File: config.mk
export PLATFORM = sky130hd
export DESIGN_NAME = periph_reset_clock_gating
export DESIGN_NICKNAME = d
export VERILOG_FILES = /design/src/common/rcc_gate_pkg.sv /design/src/rtl/periph_reset_clock_gating.sv
export SDC_FILE = /design/constraint.sdc
export NUM_CORES = 1
export LEC_CHECK = 0
export ABC_AREA = 1
export BUFFER_PORTS_ARGS = -buffer_cell sky130_fd_sc_hd__buf_4
export CAP_MARGIN = 0
export CORE_AREA = 2 2 176 178
export CTS_CLUSTER_DIAMETER = 30
export DETAILED_ROUTE_END_ITERATION = 12
export DIE_AREA = 0 0 178 180
export GPL_ROUTABILITY_DRIVEN = 0
export PLACE_DENSITY_LB_ADDON = 0.25
export SETUP_SLACK_MARGIN = 0.3
export SYNTH_ARGS = -nofsm -noshare
export SYNTH_HDL_FRONTEND = slang
export SYNTH_SLANG_ARGS = --single-unit
File: constraint.sdc
create_clock -name aclk -period 1.71 [get_ports aclk]
set_input_delay 0.342 -clock aclk [delete_from_list [all_inputs] [get_ports aclk]]
set_output_delay 0.342 -clock aclk [all_outputs]
set_load 0.005 [all_outputs]
File: src/common/rcc_gate_pkg.sv
package rcc_gate_pkg;
    // ==========================================
    // register offsets
    localparam logic [7:0] OFS_OSC_IRQ = 8'h08;
    localparam logic [7:0] OFS_B_RST   = 8'h0C;
    localparam logic [7:0] OFS_A_RST   = 8'h10;
    localparam logic [7:0] OFS_MAIN_EN = 8'h14;
    localparam logic [7:0] OFS_B_EN    = 8'h18;
    localparam logic [7:0] OFS_A_EN    = 8'h1C;
    // ==========================================
    // implemented bits and reset values
    localparam logic [31:0] MASK_B    = 32'h0047_DA01;
    localparam logic [31:0] MASK_A    = 32'h1022_4803;
    localparam logic [31:0] MASK_MAIN = 32'h041E_0055;
    localparam logic [31:0] RST_B     = 32'h0000_0000;
    localparam logic [31:0] RST_A     = 32'h0000_0000;
    localparam logic [31:0] RST_MAIN  = 32'h0000_0014;
    // ==========================================
    // field positions
    localparam int SLOW_FLAG_BIT = 0;
    localparam int FAST_FLAG_BIT = 2;
    localparam int SLOW_IE_BIT   = 8;
    localparam int FAST_IE_BIT   = 10;
    localparam int SLOW_CLR_BIT  = 16;
    localparam int FAST_CLR_BIT  = 18;
    localparam int SRAM_EN_BIT   = 2;
    localparam int PWR_EN_BIT    = 28;
    // ==========================================
    // bus answers
    localparam logic [1:0] RESP_OKAY   = 2'h0;
    localparam logic [1:0] RESP_SLVERR = 2'h2;
    // ==========================================
    // types
    typedef enum logic [0:0] {
        WR_COLLECT = 1'b0,
        WR_RESP    = 1'b1
    } wr_state_t;
    typedef struct packed {
        logic fast_ie;
        logic slow_ie;
        logic fast_flag;
        logic slow_flag;
    } osc_irq_t;
    typedef struct packed {
        logic [31:0] b_rst;
        logic [31:0] a_rst;
        logic [31:0] main_en;
        logic [31:0] b_en;
        logic [31:0] a_en;
    } gate_regs_t;
endpackage : rcc_gate_pkg

File: src/rtl/periph_reset_clock_gating.sv
// How it works
// - fast oscillator ready flag, bit 2, sets on stabilising when enabled
// - writing 1 to fast clear bit clears that flag; otherwise read-only
// - slow 40 kHz oscillator ready flag, bit 0, sets when enabled
// - writing 1 to slow clear bit clears flag; writing 0 does nothing
// - bus B reset register at 0x0C, resets to zero, 1 resets peripheral
// - B reset bits 18,17,16,11 timers; bit 22 debug support unit
// - B reset bits 15,14,12,9,0: comparator, serial, sync, converter, config
// - bus A reset register at 0x10; bit 28 power, bit 21 two-wire
// - A reset bits 17,14,11,1,0: serial, sync, watchdog, timers three, two
// - main clock enable at 0x14 resets to 0x14: flash, memory on
// - main enable bits 26, 20..17, 6, 0: divider, ports, checksum, transfer
// - main bit 2 keeps memory clock in sleep when 1, stops when 0
// - bus B clock enable at 0x18, zero reset, same bits as reset
// - bus B peripheral reads unreliable while its clock is off; gated reads return zero
// - bus A clock enable at 0x1C, zero reset; gated reads return zero
// - A enable bit 28 gates the power interface clock
// - word, half-word and byte access without wait states
// - A enable bits 21,17,14,11,1,0 gate the bus A peripherals
`timescale 1ns/1ns
module periph_reset_clock_gating
    import rcc_gate_pkg::*;
#(
    parameter int ADDR_W = 8
) (
    input  wire logic              aclk,
    input  wire logic              aresetn,
    input  wire logic              ce,
    input  wire logic [ADDR_W-1:0] s_axi_awaddr,
    input  wire logic              s_axi_awvalid,
    output logic                   s_axi_awready,
    input  wire logic [31:0]       s_axi_wdata,
    input  wire logic [3:0]        s_axi_wstrb,
    input  wire logic              s_axi_wvalid,
    output logic                   s_axi_wready,
    output logic [1:0]             s_axi_bresp,
    output logic                   s_axi_bvalid,
    input  wire logic              s_axi_bready,
    input  wire logic [ADDR_W-1:0] s_axi_araddr,
    input  wire logic              s_axi_arvalid,
    output logic                   s_axi_arready,
    output logic [31:0]            s_axi_rdata,
    output logic [1:0]             s_axi_rresp,
    output logic                   s_axi_rvalid,
    input  wire logic              s_axi_rready,
    input  wire logic              sleep_mode,
    input  wire logic              fast_osc_stable,
    input  wire logic              slow_osc_stable,
    output logic [31:0]            b_periph_reset,
    output logic [31:0]            a_periph_reset,
    output logic [31:0]            main_clk_out,
    output logic [31:0]            b_clk_out,
    output logic [31:0]            a_clk_out,
    input  wire logic [31:0]       b_sel,
    input  wire logic [31:0]       b_rdata_in,
    output logic [31:0]            b_rdata_out,
    input  wire logic [31:0]       a_sel,
    input  wire logic [31:0]       a_rdata_in,
    output logic [31:0]            a_rdata_out
);
    if (ADDR_W < 8) begin : g_addr_w_check
        $error("ADDR_W too small for the register map");
    end

    // ==========================================
    // state
    wr_state_t         wst_q;
    logic              aw_hold_q;
    logic              w_hold_q;
    logic [7:0]        waddr_q;
    logic [31:0]       wdata_q;
    logic [3:0]        wstrb_q;
    logic [1:0]        bresp_q;
    logic              rvalid_q;
    logic [31:0]       rdata_q;
    logic [1:0]        rresp_q;
    gate_regs_t        regs_q;
    osc_irq_t          irq_q;
    logic [1:0]        osc_meta_q;
    logic [1:0]        osc_sync_q;
    logic [1:0]        osc_prev_q;
    logic [31:0]       gate_main_q;
    logic [31:0]       gate_b_q;
    logic [31:0]       gate_a_q;
    logic [95:0]       gate_seen_q;
    logic              wr_do;
    logic [1:0]        osc_rise;
    logic              fast_set;
    logic              slow_set;
    logic              fast_clr;
    logic              slow_clr;
    logic [31:0]       main_want;
    logic [7:0]        raddr;
    logic [7:0]        rd_addr;

    // ==========================================
    // byte-lane merge
    function automatic logic [31:0] merge(
        input logic [31:0] old_v,
        input logic [31:0] new_v,
        input logic [3:0]  strb,
        input logic [31:0] mask
    );
        logic [31:0] r;
        r = old_v;
        for (int i = 0; i < 4; i++) begin
            if (strb[i]) begin
                r[8*i +: 8] = new_v[8*i +: 8];
            end
        end
        return r & mask;
    endfunction : merge

    // ==========================================
    // write channel
    assign s_axi_awready = !aw_hold_q;
    assign s_axi_wready  = !w_hold_q;
    assign s_axi_bvalid  = (wst_q == WR_RESP);
    assign s_axi_bresp   = bresp_q;
    assign wr_do = ce && (wst_q == WR_COLLECT) && aw_hold_q && w_hold_q;

    always_ff @(posedge aclk) begin
        if (!aresetn) begin
            aw_hold_q <= 1'b0;
            waddr_q   <= 8'h00;
        end else if (ce) begin
            if (s_axi_awvalid && !aw_hold_q) begin
                aw_hold_q <= 1'b1;
                waddr_q   <= {s_axi_awaddr[7:2], 2'b00};
            end else if (s_axi_bready && wst_q == WR_RESP) begin
                aw_hold_q <= 1'b0;
            end
        end
    end

    always_ff @(posedge aclk) begin
        if (!aresetn) begin
            w_hold_q <= 1'b0;
            wdata_q  <= 32'h0000_0000;
            wstrb_q  <= 4'h0;
        end else if (ce) begin
            if (s_axi_wvalid && !w_hold_q) begin
                w_hold_q <= 1'b1;
                wdata_q  <= s_axi_wdata;
                wstrb_q  <= s_axi_wstrb;
            end else if (s_axi_bready && wst_q == WR_RESP) begin
                w_hold_q <= 1'b0;
            end
        end
    end

    always_ff @(posedge aclk) begin
        if (!aresetn) begin
            wst_q   <= WR_COLLECT;
            bresp_q <= RESP_OKAY;
        end else if (ce) begin
            case (wst_q)
                WR_COLLECT: begin
                    if (wr_do) begin
                        wst_q <= WR_RESP;
                        if (waddr_q == OFS_OSC_IRQ || (waddr_q >= OFS_B_RST
                                && waddr_q <= OFS_A_EN)) begin
                            bresp_q <= RESP_OKAY;
                        end else begin
                            bresp_q <= RESP_SLVERR;
                        end
                    end
                end
                WR_RESP: begin
                    if (s_axi_bready) begin
                        wst_q <= WR_COLLECT;
                    end
                end
                default: wst_q <= WR_COLLECT;
            endcase
        end
    end

    // ==========================================
    // reset and clock enable registers
    always_ff @(posedge aclk) begin
        if (!aresetn) begin
            regs_q.b_rst   <= RST_B;
            regs_q.a_rst   <= RST_A;
            regs_q.main_en <= RST_MAIN;
            regs_q.b_en    <= RST_B;
            regs_q.a_en    <= RST_A;
        end else if (wr_do) begin
            if (waddr_q == OFS_B_RST) begin
                regs_q.b_rst <= merge(regs_q.b_rst, wdata_q, wstrb_q, MASK_B);
            end else if (waddr_q == OFS_A_RST) begin
                regs_q.a_rst <= merge(regs_q.a_rst, wdata_q, wstrb_q, MASK_A);
            end else if (waddr_q == OFS_MAIN_EN) begin
                regs_q.main_en <= merge(regs_q.main_en, wdata_q, wstrb_q,
                                        MASK_MAIN);
            end else if (waddr_q == OFS_B_EN) begin
                regs_q.b_en <= merge(regs_q.b_en, wdata_q, wstrb_q, MASK_B);
            end else if (waddr_q == OFS_A_EN) begin
                regs_q.a_en <= merge(regs_q.a_en, wdata_q, wstrb_q, MASK_A);
            end
        end
    end

    // held resets, no self-clear
    assign b_periph_reset = regs_q.b_rst;
    assign a_periph_reset = regs_q.a_rst;

    // ==========================================
    // oscillator ready synchroniser
    always_ff @(posedge aclk) begin
        if (!aresetn) begin
            osc_meta_q <= 2'b00;
            osc_sync_q <= 2'b00;
            osc_prev_q <= 2'b00;
        end else if (ce) begin
            osc_meta_q <= {fast_osc_stable, slow_osc_stable};
            osc_sync_q <= osc_meta_q;
            osc_prev_q <= osc_sync_q;
        end
    end

    assign osc_rise = osc_sync_q & ~osc_prev_q;
    assign fast_set = osc_rise[1] && irq_q.fast_ie;
    assign slow_set = osc_rise[0] && irq_q.slow_ie;
    assign fast_clr = wr_do && waddr_q == OFS_OSC_IRQ && wstrb_q[FAST_CLR_BIT/8]
                      && wdata_q[FAST_CLR_BIT];
    assign slow_clr = wr_do && waddr_q == OFS_OSC_IRQ && wstrb_q[SLOW_CLR_BIT/8]
                      && wdata_q[SLOW_CLR_BIT];

    // ==========================================
    // ready flags, set wins over clear
    always_ff @(posedge aclk) begin
        if (!aresetn) begin
            irq_q <= '0;
        end else if (ce) begin
            irq_q.fast_flag <= fast_set || (irq_q.fast_flag && !fast_clr);
            irq_q.slow_flag <= slow_set || (irq_q.slow_flag && !slow_clr);
            if (wr_do && waddr_q == OFS_OSC_IRQ && wstrb_q[1]) begin
                irq_q.fast_ie <= wdata_q[FAST_IE_BIT];
                irq_q.slow_ie <= wdata_q[SLOW_IE_BIT];
            end
        end
    end

    // ==========================================
    // clock gates, enables move on the falling edge
    always_comb begin
        main_want = regs_q.main_en & MASK_MAIN;
        main_want[SRAM_EN_BIT] = regs_q.main_en[SRAM_EN_BIT] || !sleep_mode;
    end

    always_ff @(negedge aclk) begin
        if (!aresetn) begin
            gate_main_q <= RST_MAIN;
            gate_b_q    <= RST_B;
            gate_a_q    <= RST_A;
        end else if (ce) begin
            gate_main_q <= main_want;
            gate_b_q    <= regs_q.b_en;
            gate_a_q    <= regs_q.a_en;
        end
    end

    assign main_clk_out = {32{aclk}} & gate_main_q;
    assign b_clk_out    = {32{aclk}} & gate_b_q;
    assign a_clk_out    = {32{aclk}} & gate_a_q;

    // gate value seen at each rising edge
    always_ff @(posedge aclk) begin
        if (!aresetn) begin
            gate_seen_q <= {RST_MAIN, RST_B, RST_A};
        end else if (ce) begin
            gate_seen_q <= {gate_main_q, gate_b_q, gate_a_q};
        end
    end

    // ==========================================
    // read-back gating for stopped peripherals
    assign b_rdata_out = |(b_sel & gate_b_q) ? b_rdata_in : 32'h0000_0000;
    assign a_rdata_out = |(a_sel & gate_a_q) ? a_rdata_in : 32'h0000_0000;

    // ==========================================
    // read channel
    assign s_axi_arready = !rvalid_q;
    assign s_axi_rvalid  = rvalid_q;
    assign s_axi_rdata   = rdata_q;
    assign s_axi_rresp   = rresp_q;
    assign raddr         = s_axi_araddr[7:0];
    assign rd_addr       = {raddr[7:2], 2'b00};

    always_ff @(posedge aclk) begin
        if (!aresetn) begin
            rvalid_q <= 1'b0;
            rdata_q  <= 32'h0000_0000;
            rresp_q  <= RESP_OKAY;
        end else if (ce) begin
            if (s_axi_arvalid && !rvalid_q) begin
                rvalid_q <= 1'b1;
                rresp_q  <= RESP_OKAY;
                rdata_q  <= 32'h0000_0000;
                if (rd_addr == OFS_OSC_IRQ) begin
                    rdata_q[FAST_IE_BIT]   <= irq_q.fast_ie;
                    rdata_q[SLOW_IE_BIT]   <= irq_q.slow_ie;
                    rdata_q[FAST_FLAG_BIT] <= irq_q.fast_flag;
                    rdata_q[SLOW_FLAG_BIT] <= irq_q.slow_flag;
                end else if (rd_addr == OFS_B_RST) begin
                    rdata_q <= regs_q.b_rst;
                end else if (rd_addr == OFS_A_RST) begin
                    rdata_q <= regs_q.a_rst;
                end else if (rd_addr == OFS_MAIN_EN) begin
                    rdata_q <= regs_q.main_en;
                end else if (rd_addr == OFS_B_EN) begin
                    rdata_q <= regs_q.b_en;
                end else if (rd_addr == OFS_A_EN) begin
                    rdata_q <= regs_q.a_en;
                end else begin
                    rresp_q <= RESP_SLVERR;
                end
            end else if (s_axi_rready) begin
                rvalid_q <= 1'b0;
            end
        end
    end
endmodule : periph_reset_clock_gating

-- Word-level counts from Yosys, hierarchy flattened
Index checks and enable logic that the tools add are counted.
- bits in registers: 158
- bits of input ports: 191
- output and inout bits: 265
- word-level logic and storage cells: 150
- $lt $le $gt $ge: 2
- equal/unequal tests: 12
- muxes and demuxes: 30
- bitwise operators: 12
- reductions and logical operators: 57
- operators with widths (kind ; number):
    2-to-1 mux 29 bit ; 5
    bitwise AND 32 x 23 -> 32 bit ; 2
    bitwise AND 32 x 29 -> 32 bit ; 2
    2-to-1 mux 32 bit ; 2
    OR reduction 32 bit ; 2
    equality test 6 x 3 -> 1 bit, second input constant ; 8
    bitwise AND 32 x 27 -> 32 bit ; 1
    AND reduction 7 bit ; 4
    equality test 6 x 2 -> 1 bit, second input constant ; 4
    2-to-1 mux 21 bit ; 1
    AND reduction 6 bit ; 3
    logical AND 1 bit ; 17
    AND reduction 4 bit ; 4
    AND reduction 5 bit ; 3
    2-to-1 mux 2 bit ; 7
    AND reduction 2 bit ; 7
    2-to-1 mux 1 bit ; 13
    AND reduction 3 bit ; 4
    >= comparator 8 x 4 -> 1 bit, second input constant ; 1
    <= comparator 8 x 5 -> 1 bit, second input constant ; 1
    logical NOT 1 bit ; 6
    nonzero test 2 bit ; 3
    2-to-1 mux 5 bit ; 1
    inverter 1 bit ; 5
    4 further kinds ; 7

-- Longest topological paths before layout
Gate-level depths: netlist of run 1.
- depth in word-level cells: 10
- gate-level depth with buffers: 10
- mapped depth without buffers: 10

==> impl_metrics.env, run 1 <==
export IMPL_cp_arrival_ns=2.74
export IMPL_synth_top_cell_area_share_pct=37.67
export IMPL_synth_distinct_cells=33
export IMPL_dr_pass1_iters=4
export IMPL_crit_path_start_kind="flop"
export IMPL_grt_pass1_wl_um=38990
export IMPL_worstRegToRegCells=8
export IMPL_syn_area_per_cell_um2=7.131
export IMPL_p_per_area_nw_per_um2=957.7
export IMPL_nets=1592
export IMPL_crit_path_max_fanout=8
export IMPL_wirelength_um=27680
export IMPL_drv_slew=0
export IMPL_synth_area_top_cells="dfxtp_1, buf_4, o21ai_0"
export IMPL_regArea_um2=2855
export IMPL_status="finished with violations"
export IMPL_drc_errors=0
export IMPL_place_inst=1686
export IMPL_synth_flop_cell="dfxtp_1"
export IMPL_initial_core_util_pct=24.12
export IMPL_finClkSkew_ns=0.05721
export IMPL_drtIter0Drc=302
export IMPL_fin_util_pct=40.87
export IMPL_worst_slack_ns=-1.374
export IMPL_drive_above_1_share_pct=49.86
export IMPL_hpwlAfterDp_um=19990
export IMPL_leakagePower_nw=6.020
export IMPL_path_cells="a22o_1 -> a211oi_4 -> buf_6 -> buf_6 -> a21boi_1 -> buf_4"
export IMPL_ant_nets=0
export IMPL_synthesis_instances=1021
export IMPL_vias=7612
export IMPL_core_um2=30190
export IMPL_overflow=0
export IMPL_power_mw=11.82
export IMPL_fin_cells=1812
export IMPL_clkTransAtPathRegs_ns=0.06
export IMPL_cpMostUsedCell="buf_6"
export IMPL_seq_area_frac_synth_pct=37.67
export IMPL_multi_input_area_um2=4015
export IMPL_ir_drop_mv=0.4272
export IMPL_setup_viol_count_final=116
export IMPL_grt_max_degree=74
export IMPL_yosysTopAreaCell="dfxtp_1"
export IMPL_reg2reg_slack_ns=0.21
export IMPL_n_antenna_cell=0
export IMPL_antenna_found_initial=2
export IMPL_ys_async_sr_fraction_pct=0
export IMPL_io_pins=456
export IMPL_fillerInstances=3068
export IMPL_port_buffers=263
export IMPL_die_h_um=180
export IMPL_grtUsageTotal_pct=16.02
export IMPL_cpPeakStageDelay_ns=0.31
export IMPL_fp_dieArea_um2=32040
export IMPL_crit_slowest_cell="dfxtp_2"
export IMPL_hold_viol_final=0
export IMPL_syn_area_um2=7281
export IMPL_crit_path_end_kind="output pin"
export IMPL_ys_warn_count=0
export IMPL_holdBufCountCts=0
export IMPL_worstSkewPairLatency_ns=0.59
export IMPL_die_w_um=178
export IMPL_min_path_type="primary input to flop"
export IMPL_path_class="flop to output pin"
export IMPL_crit_required_ns=1.37
export IMPL_cap_violations=0
export IMPL_area_growth_syn_to_layout_pct=69.46
export IMPL_ys_seq_elements=137
export IMPL_min_delay_path_depth=3
export IMPL_grt_setup_unrepaired="true"
export IMPL_route_detailed_wl_per_inst_um=15.27
export IMPL_grt_pass1_vias=7448
export IMPL_synth_edff_count=0
export IMPL_violations="negative setup slack"
export IMPL_tritoncts="done"
export IMPL_viasPerCell=4.201
export IMPL_fp_row_count=64
==> cells in the final DEF (no fill, tap or decap), types with 5 or more instances in the layout <==
cell type,count
a21boi_0,7
a21boi_1,7
a21boi_2,17
a21oi_1,78
a21oi_2,23
buf_12,12
buf_4,296
buf_6,70
clkbuf_16,37
conb_1,130
dfxtp_1,73
dfxtp_2,51
dfxtp_4,13
inv_1,105
inv_2,43
inv_4,6
nand2_1,90
nand2_2,13
nand2_4,18
nand3_1,14
nand3_4,5
nor2_1,97
nor2_2,12
nor2_4,32
o21ai_0,51
o21ai_1,40
o21ai_2,22
==> report_power, final <==
| group | switching, mW | total [mW] | internal (mW) |
|---|---|---|---|
| Clock | 2.62 | 6.73 | 4.11 |
| Sequential | 0.0803 | 3.37 | 3.29 |
| Combinational | 0.833 | 1.72 | 0.887 |
==> Yosys cell counts, types with 5 or more instances <==
| library cell | instances |
|---|---|
| nand2_1 | 120 |
| nor2_2 | 6 |
| buf_4 | 148 |
| o21ai_0 | 108 |
| nand3_1 | 19 |
| nor2_4 | 7 |
| dfxtp_1 | 137 |
| o21ai_1 | 5 |
| a21boi_0 | 30 |
| nor3_1 | 6 |
| nor2_1 | 128 |
| inv_1 | 126 |
| inv_2 | 5 |
| clkbuf_1 | 40 |
| a21oi_1 | 101 |
==> layout make-up <==
class / instances / area share, %
multi-input combinational: 691 / 32.54
timing repair buffer: 357 / 25.19
sequential: 137 / 23.14
clock buffer: 62 / 8.954
tap: 396 / 4.016
inverter: 106 / 3.549
clock inverter: 63 / 2.606
==> cell families (layout without fill, tap and decap cells) <==
group | count (synthesis) | in the layout | synth area share (%)
AND/OR/NAND/NOR | 300 | 301 | 18.41
flip-flops | 137 | 137 | 37.67
AO/OA/AOI/OAI | 260 | 260 | 19.49
buffers and inverters | 323 | 588 | 24.39
other | 1 | 130 | 0.05151
==> final timing paths <==
| kind | start | end |
|---|---|---|
| setup / recovery | gate_b_q[0] | b_rdata_out[1] |
| hold / removal | slow_osc_stable | osc_meta_q[0] |
| setup reg to reg | s_axi_bvalid | regs_q[17] |
| hold reg to reg | osc_prev_q[0] | osc_prev_q[0] |
==> routing by layer <==
layer	global-route usage, %	vias up	routed length [um]
li1	-	3747	-
met1	18.07	3463	11020
met2	25.67	323	13530
met3	5.626	77	2106
met4	9.902	2	1008
met5	0	-	13
==> worst max-delay path, delay by kind of cell, from the launching register on <==
kind	cells	cell delay (ns)
compound gates	3	0.54
buf+inv	3	0.46
flops	1	0.31
==> metrics by stage <==
stage	worst slack, ns	setup TNS (ns)	area (um2)	hold slack [ns]
finish	-1.374	-102.79	12340	0.05922
global route	-1.430	-108.03	12340	0.05911
CTS	-1.301	-99.24	11400	0.05073
detailed placement	-0.7313	-52.41	9721	0.4441
global placement	-0.7204	-51.70	9721	0.4420
floorplan	-0.5468	-36.19	8049	0.4265
==> flip-flops by register name (all words and copies together) (netlist names) <==
name / flops
irq_q: 4
s_axi_rresp: 1
s_axi_rvalid: 1
s_axi_rdata: 21
waddr_q: 6
aw_hold_q: 1
regs_q: 18
gate_a_q: 7
gate_b_q: 10
main_want: 8
osc_prev_q: 2
osc_meta_q: 2
s_axi_bvalid: 1
b_periph_reset: 10
w_hold_q: 1
osc_sync_q: 2
a_periph_reset: 7
wdata_q: 21
gate_main_q: 9
wstrb_q: 4
s_axi_bresp: 1
==> timing repair <==
action,4_1_cts,5_1_grt
setup buffers,25,22
gates cloned,1,8
setup endpoints to repair,186,202
gates resized for setup,186,216
pin swaps,29,59
No activity file was read; power rests on OpenSTA's default activity.
==> inputs of run 2 (changes only) <==
- SKIP_LAST_GASP: not set -> 1
==> impl_metrics.env, run 2 (same netlist as run 1, synthesis figures left out) <==
export IMPL_status="finished with violations"
export IMPL_violations="negative setup slack"
export IMPL_fp_dieArea_um2=32040
export IMPL_switching_share_pct=29.55
export IMPL_crit_path_end_kind="output pin"
export IMPL_final_area_um2=12050
export IMPL_grt_pass1_wl_um=38930
export IMPL_clkPwrFrac_pct=57.0
export IMPL_worstRegToRegCells=4
export IMPL_final_cell_mix="buf_4, conb_1, inv_1"
export IMPL_p_comb_share_pct=14.0
export IMPL_die_w_um=178
export IMPL_antenna_found_initial=1
export IMPL_initial_core_util_pct=24.12
export IMPL_drv_slew=0
export IMPL_n_antenna_cell=0
export IMPL_p_per_area_nw_per_um2=963.8
export IMPL_crit_slowest_cell="dfxtp_2"
export IMPL_ant_nets=0
export IMPL_hold_viol_final=0
export IMPL_viasPerCell=4.166
export IMPL_grtUsageTotal_pct=15.99
export IMPL_port_buffers=263
export IMPL_path_cells="a22o_1 -> a211oi_4 -> buf_4 -> clkbuf_16 -> a21boi_0 -> buf_4"
export IMPL_min_path_type="primary input to flop"
export IMPL_path_depth=6
export IMPL_reg2reg_slack_ns=0.22
export IMPL_worst_slack_ns=-1.375
export IMPL_path_class="flop to output pin"
export IMPL_cp_arrival_ns=2.74
export IMPL_final_common_cell="buf_4"
export IMPL_grt_setup_unrepaired="true"
export IMPL_power_frac_seq_pct=29.0
export IMPL_setup_viol_count_final=116
export IMPL_crit_buf_inv=3
export IMPL_power_internal_mw=8.182
export IMPL_place_ws_ns=-0.7313
export IMPL_crit_path_start_kind="flop"
export IMPL_drc_errors=0
export IMPL_reg2reg_from="regs_q[66]"
export IMPL_vias=7523
export IMPL_area_growth_syn_to_layout_pct=65.49
export IMPL_ir_drop_mv=0.4278
export IMPL_grt_busiest_layer="met2"
export IMPL_critPathCapture="b_rdata_out[27]"
export IMPL_gr_usage_met3_pct=5.668
export IMPL_placed_cell_area_um2=9721
export IMPL_grt_max_degree=74
export IMPL_nets=1586
export IMPL_finClkSkew_ns=0.05756
export IMPL_grt_util_met1_pct=18.10
export IMPL_overflow=0
export IMPL_cpMostUsedCell="buf_4"
export IMPL_cpPeakStageDelay_ns=0.31
export IMPL_r2r_end="gate_main_q[2]"
export IMPL_worstSkewPairLatency_ns=0.58
export IMPL_io_pins=456
export IMPL_cp_top_family="compound AO/OA/AOI/OAI gates"
export IMPL_core_um2=30190
export IMPL_crit_path_max_fanout=8
export IMPL_tritoncts="done"
export IMPL_dr_pass1_iters=4
export IMPL_hpwlAfterDp_um=19990
export IMPL_clkTransAtPathRegs_ns=0.06
export IMPL_die_h_um=180
export IMPL_p_sw_mw=3.431
export IMPL_crit_required_ns=1.37
export IMPL_fp_row_count=64
export IMPL_drive_above_1_share_pct=46.67
export IMPL_leakagePower_nw=5.902
export IMPL_cp_startpoint="gate_b_q[0]"
export IMPL_route_detailed_wl_per_inst_um=14.97
export IMPL_met2_usage_pct=25.58
export IMPL_cap_violations=0
export IMPL_drtIter0Drc=240
export IMPL_wirelength_um=27040
export IMPL_grt_pass1_vias=7450
==> run 2: cell count changes in the layout (fill, tap and decap cells not counted), moves of 4 or more <==
cell and change:
nor2_4 +4, a21boi_2 -15, a21oi_1 +7, o21ai_2 -13, a21boi_1 +12, nand2_4 -4
a21boi_0 +4, inv_1 +4, o21ai_0 +10, buf_4 +4, buf_6 -6, nor2_2 -4
a21oi_2 -7
==> run 2: cell type report <==
cell class	instances	area [um2]
Fill cell	3103	18140
Clock buffer	61	1079
Sequential cell	137	2855
Clock inverter	63	321.6
Tap cell	396	495.5
Multi-Input combinational cell	691	3859
Timing Repair Buffer	352	3007
Inverter	106	432.9
==> run 2: worst register-to-register path, delay by kind of cell (launching register included) <==
kind / cells / cell delay (ns)
flip-flops: 1 / 0.31
AND/OR/NAND/NOR: 2 / 0.11
buffers and inverters: 1 / 0.07
AO/OA/AOI/OAI: 1 / 0.07
==> run 2: power by group through the flow <==
stage / clock network (mW) / logic, mW / registers (mW)
floorplan: 0.534 / 0.827 / 3.42
global placement: 0.430 / 1.32 / 3.43
detailed placement: 0.430 / 1.33 / 3.43
CTS: 6.65 / 1.41 / 3.37
global route: 7.04 / 1.78 / 3.38
finish: 6.62 / 1.62 / 3.37
==> run 2: per-stage QoR <==
stage / power [mW] / utilization [%] / instances / hold slack (ns) / setup TNS [ns]
after floorplan: 4.776 / - / 1150 / 0.4265 / -36.19
after global placement: 5.182 / 32.20 / 1686 / 0.4420 / -51.70
after detailed placement: 5.192 / 32.20 / 1686 / 0.4441 / -52.41
after CTS: 11.42 / 37.59 / 1782 / 0.05073 / -99.76
after global routing: 12.19 / 39.91 / 1806 / 0.05828 / -108.16
final: 11.61 / 39.91 / 1806 / 0.06113 / -102.49
==> run 2: worst min path at each step <==
| stage | startpoint | endpoint | slack [ns] | cells past startpoint |
|---|---|---|---|---|
| 6_report | slow_osc_stable | osc_meta_q[0] | 0.06 | 3 |
| 2_1_floorplan | gate_main_q[2] | gate_main_q[2] | 0.43 | 2 |
| 3_5_place_dp | gate_main_q[2] | gate_main_q[2] | 0.44 | 2 |
| 4_1_cts | fast_osc_stable | osc_meta_q[1] | 0.05 | 3 |
| 5_1_grt | s_axi_wdata[10] | wdata_q[10] | 0.06 | 3 |
| 3_3_place_gp | osc_prev_q[0] | osc_prev_q[0] | 0.44 | 2 |
==> run 2: what timing repair did <==
item                                    in CTS  in global routing
hold buffers                                 0                  0
buffers inserted                            25                 20
pin swaps                                   29                 36
resized for setup                          163                171
cloned                                       1                  4
endpoints found under the setup margin     186                202
==> run 2: layer usage <==
metal	up-vias	wire length, um
met3	75	2090
li1	3727	-
met2	324	13230
met5	-	0
met1	3397	10750
met4	0	980
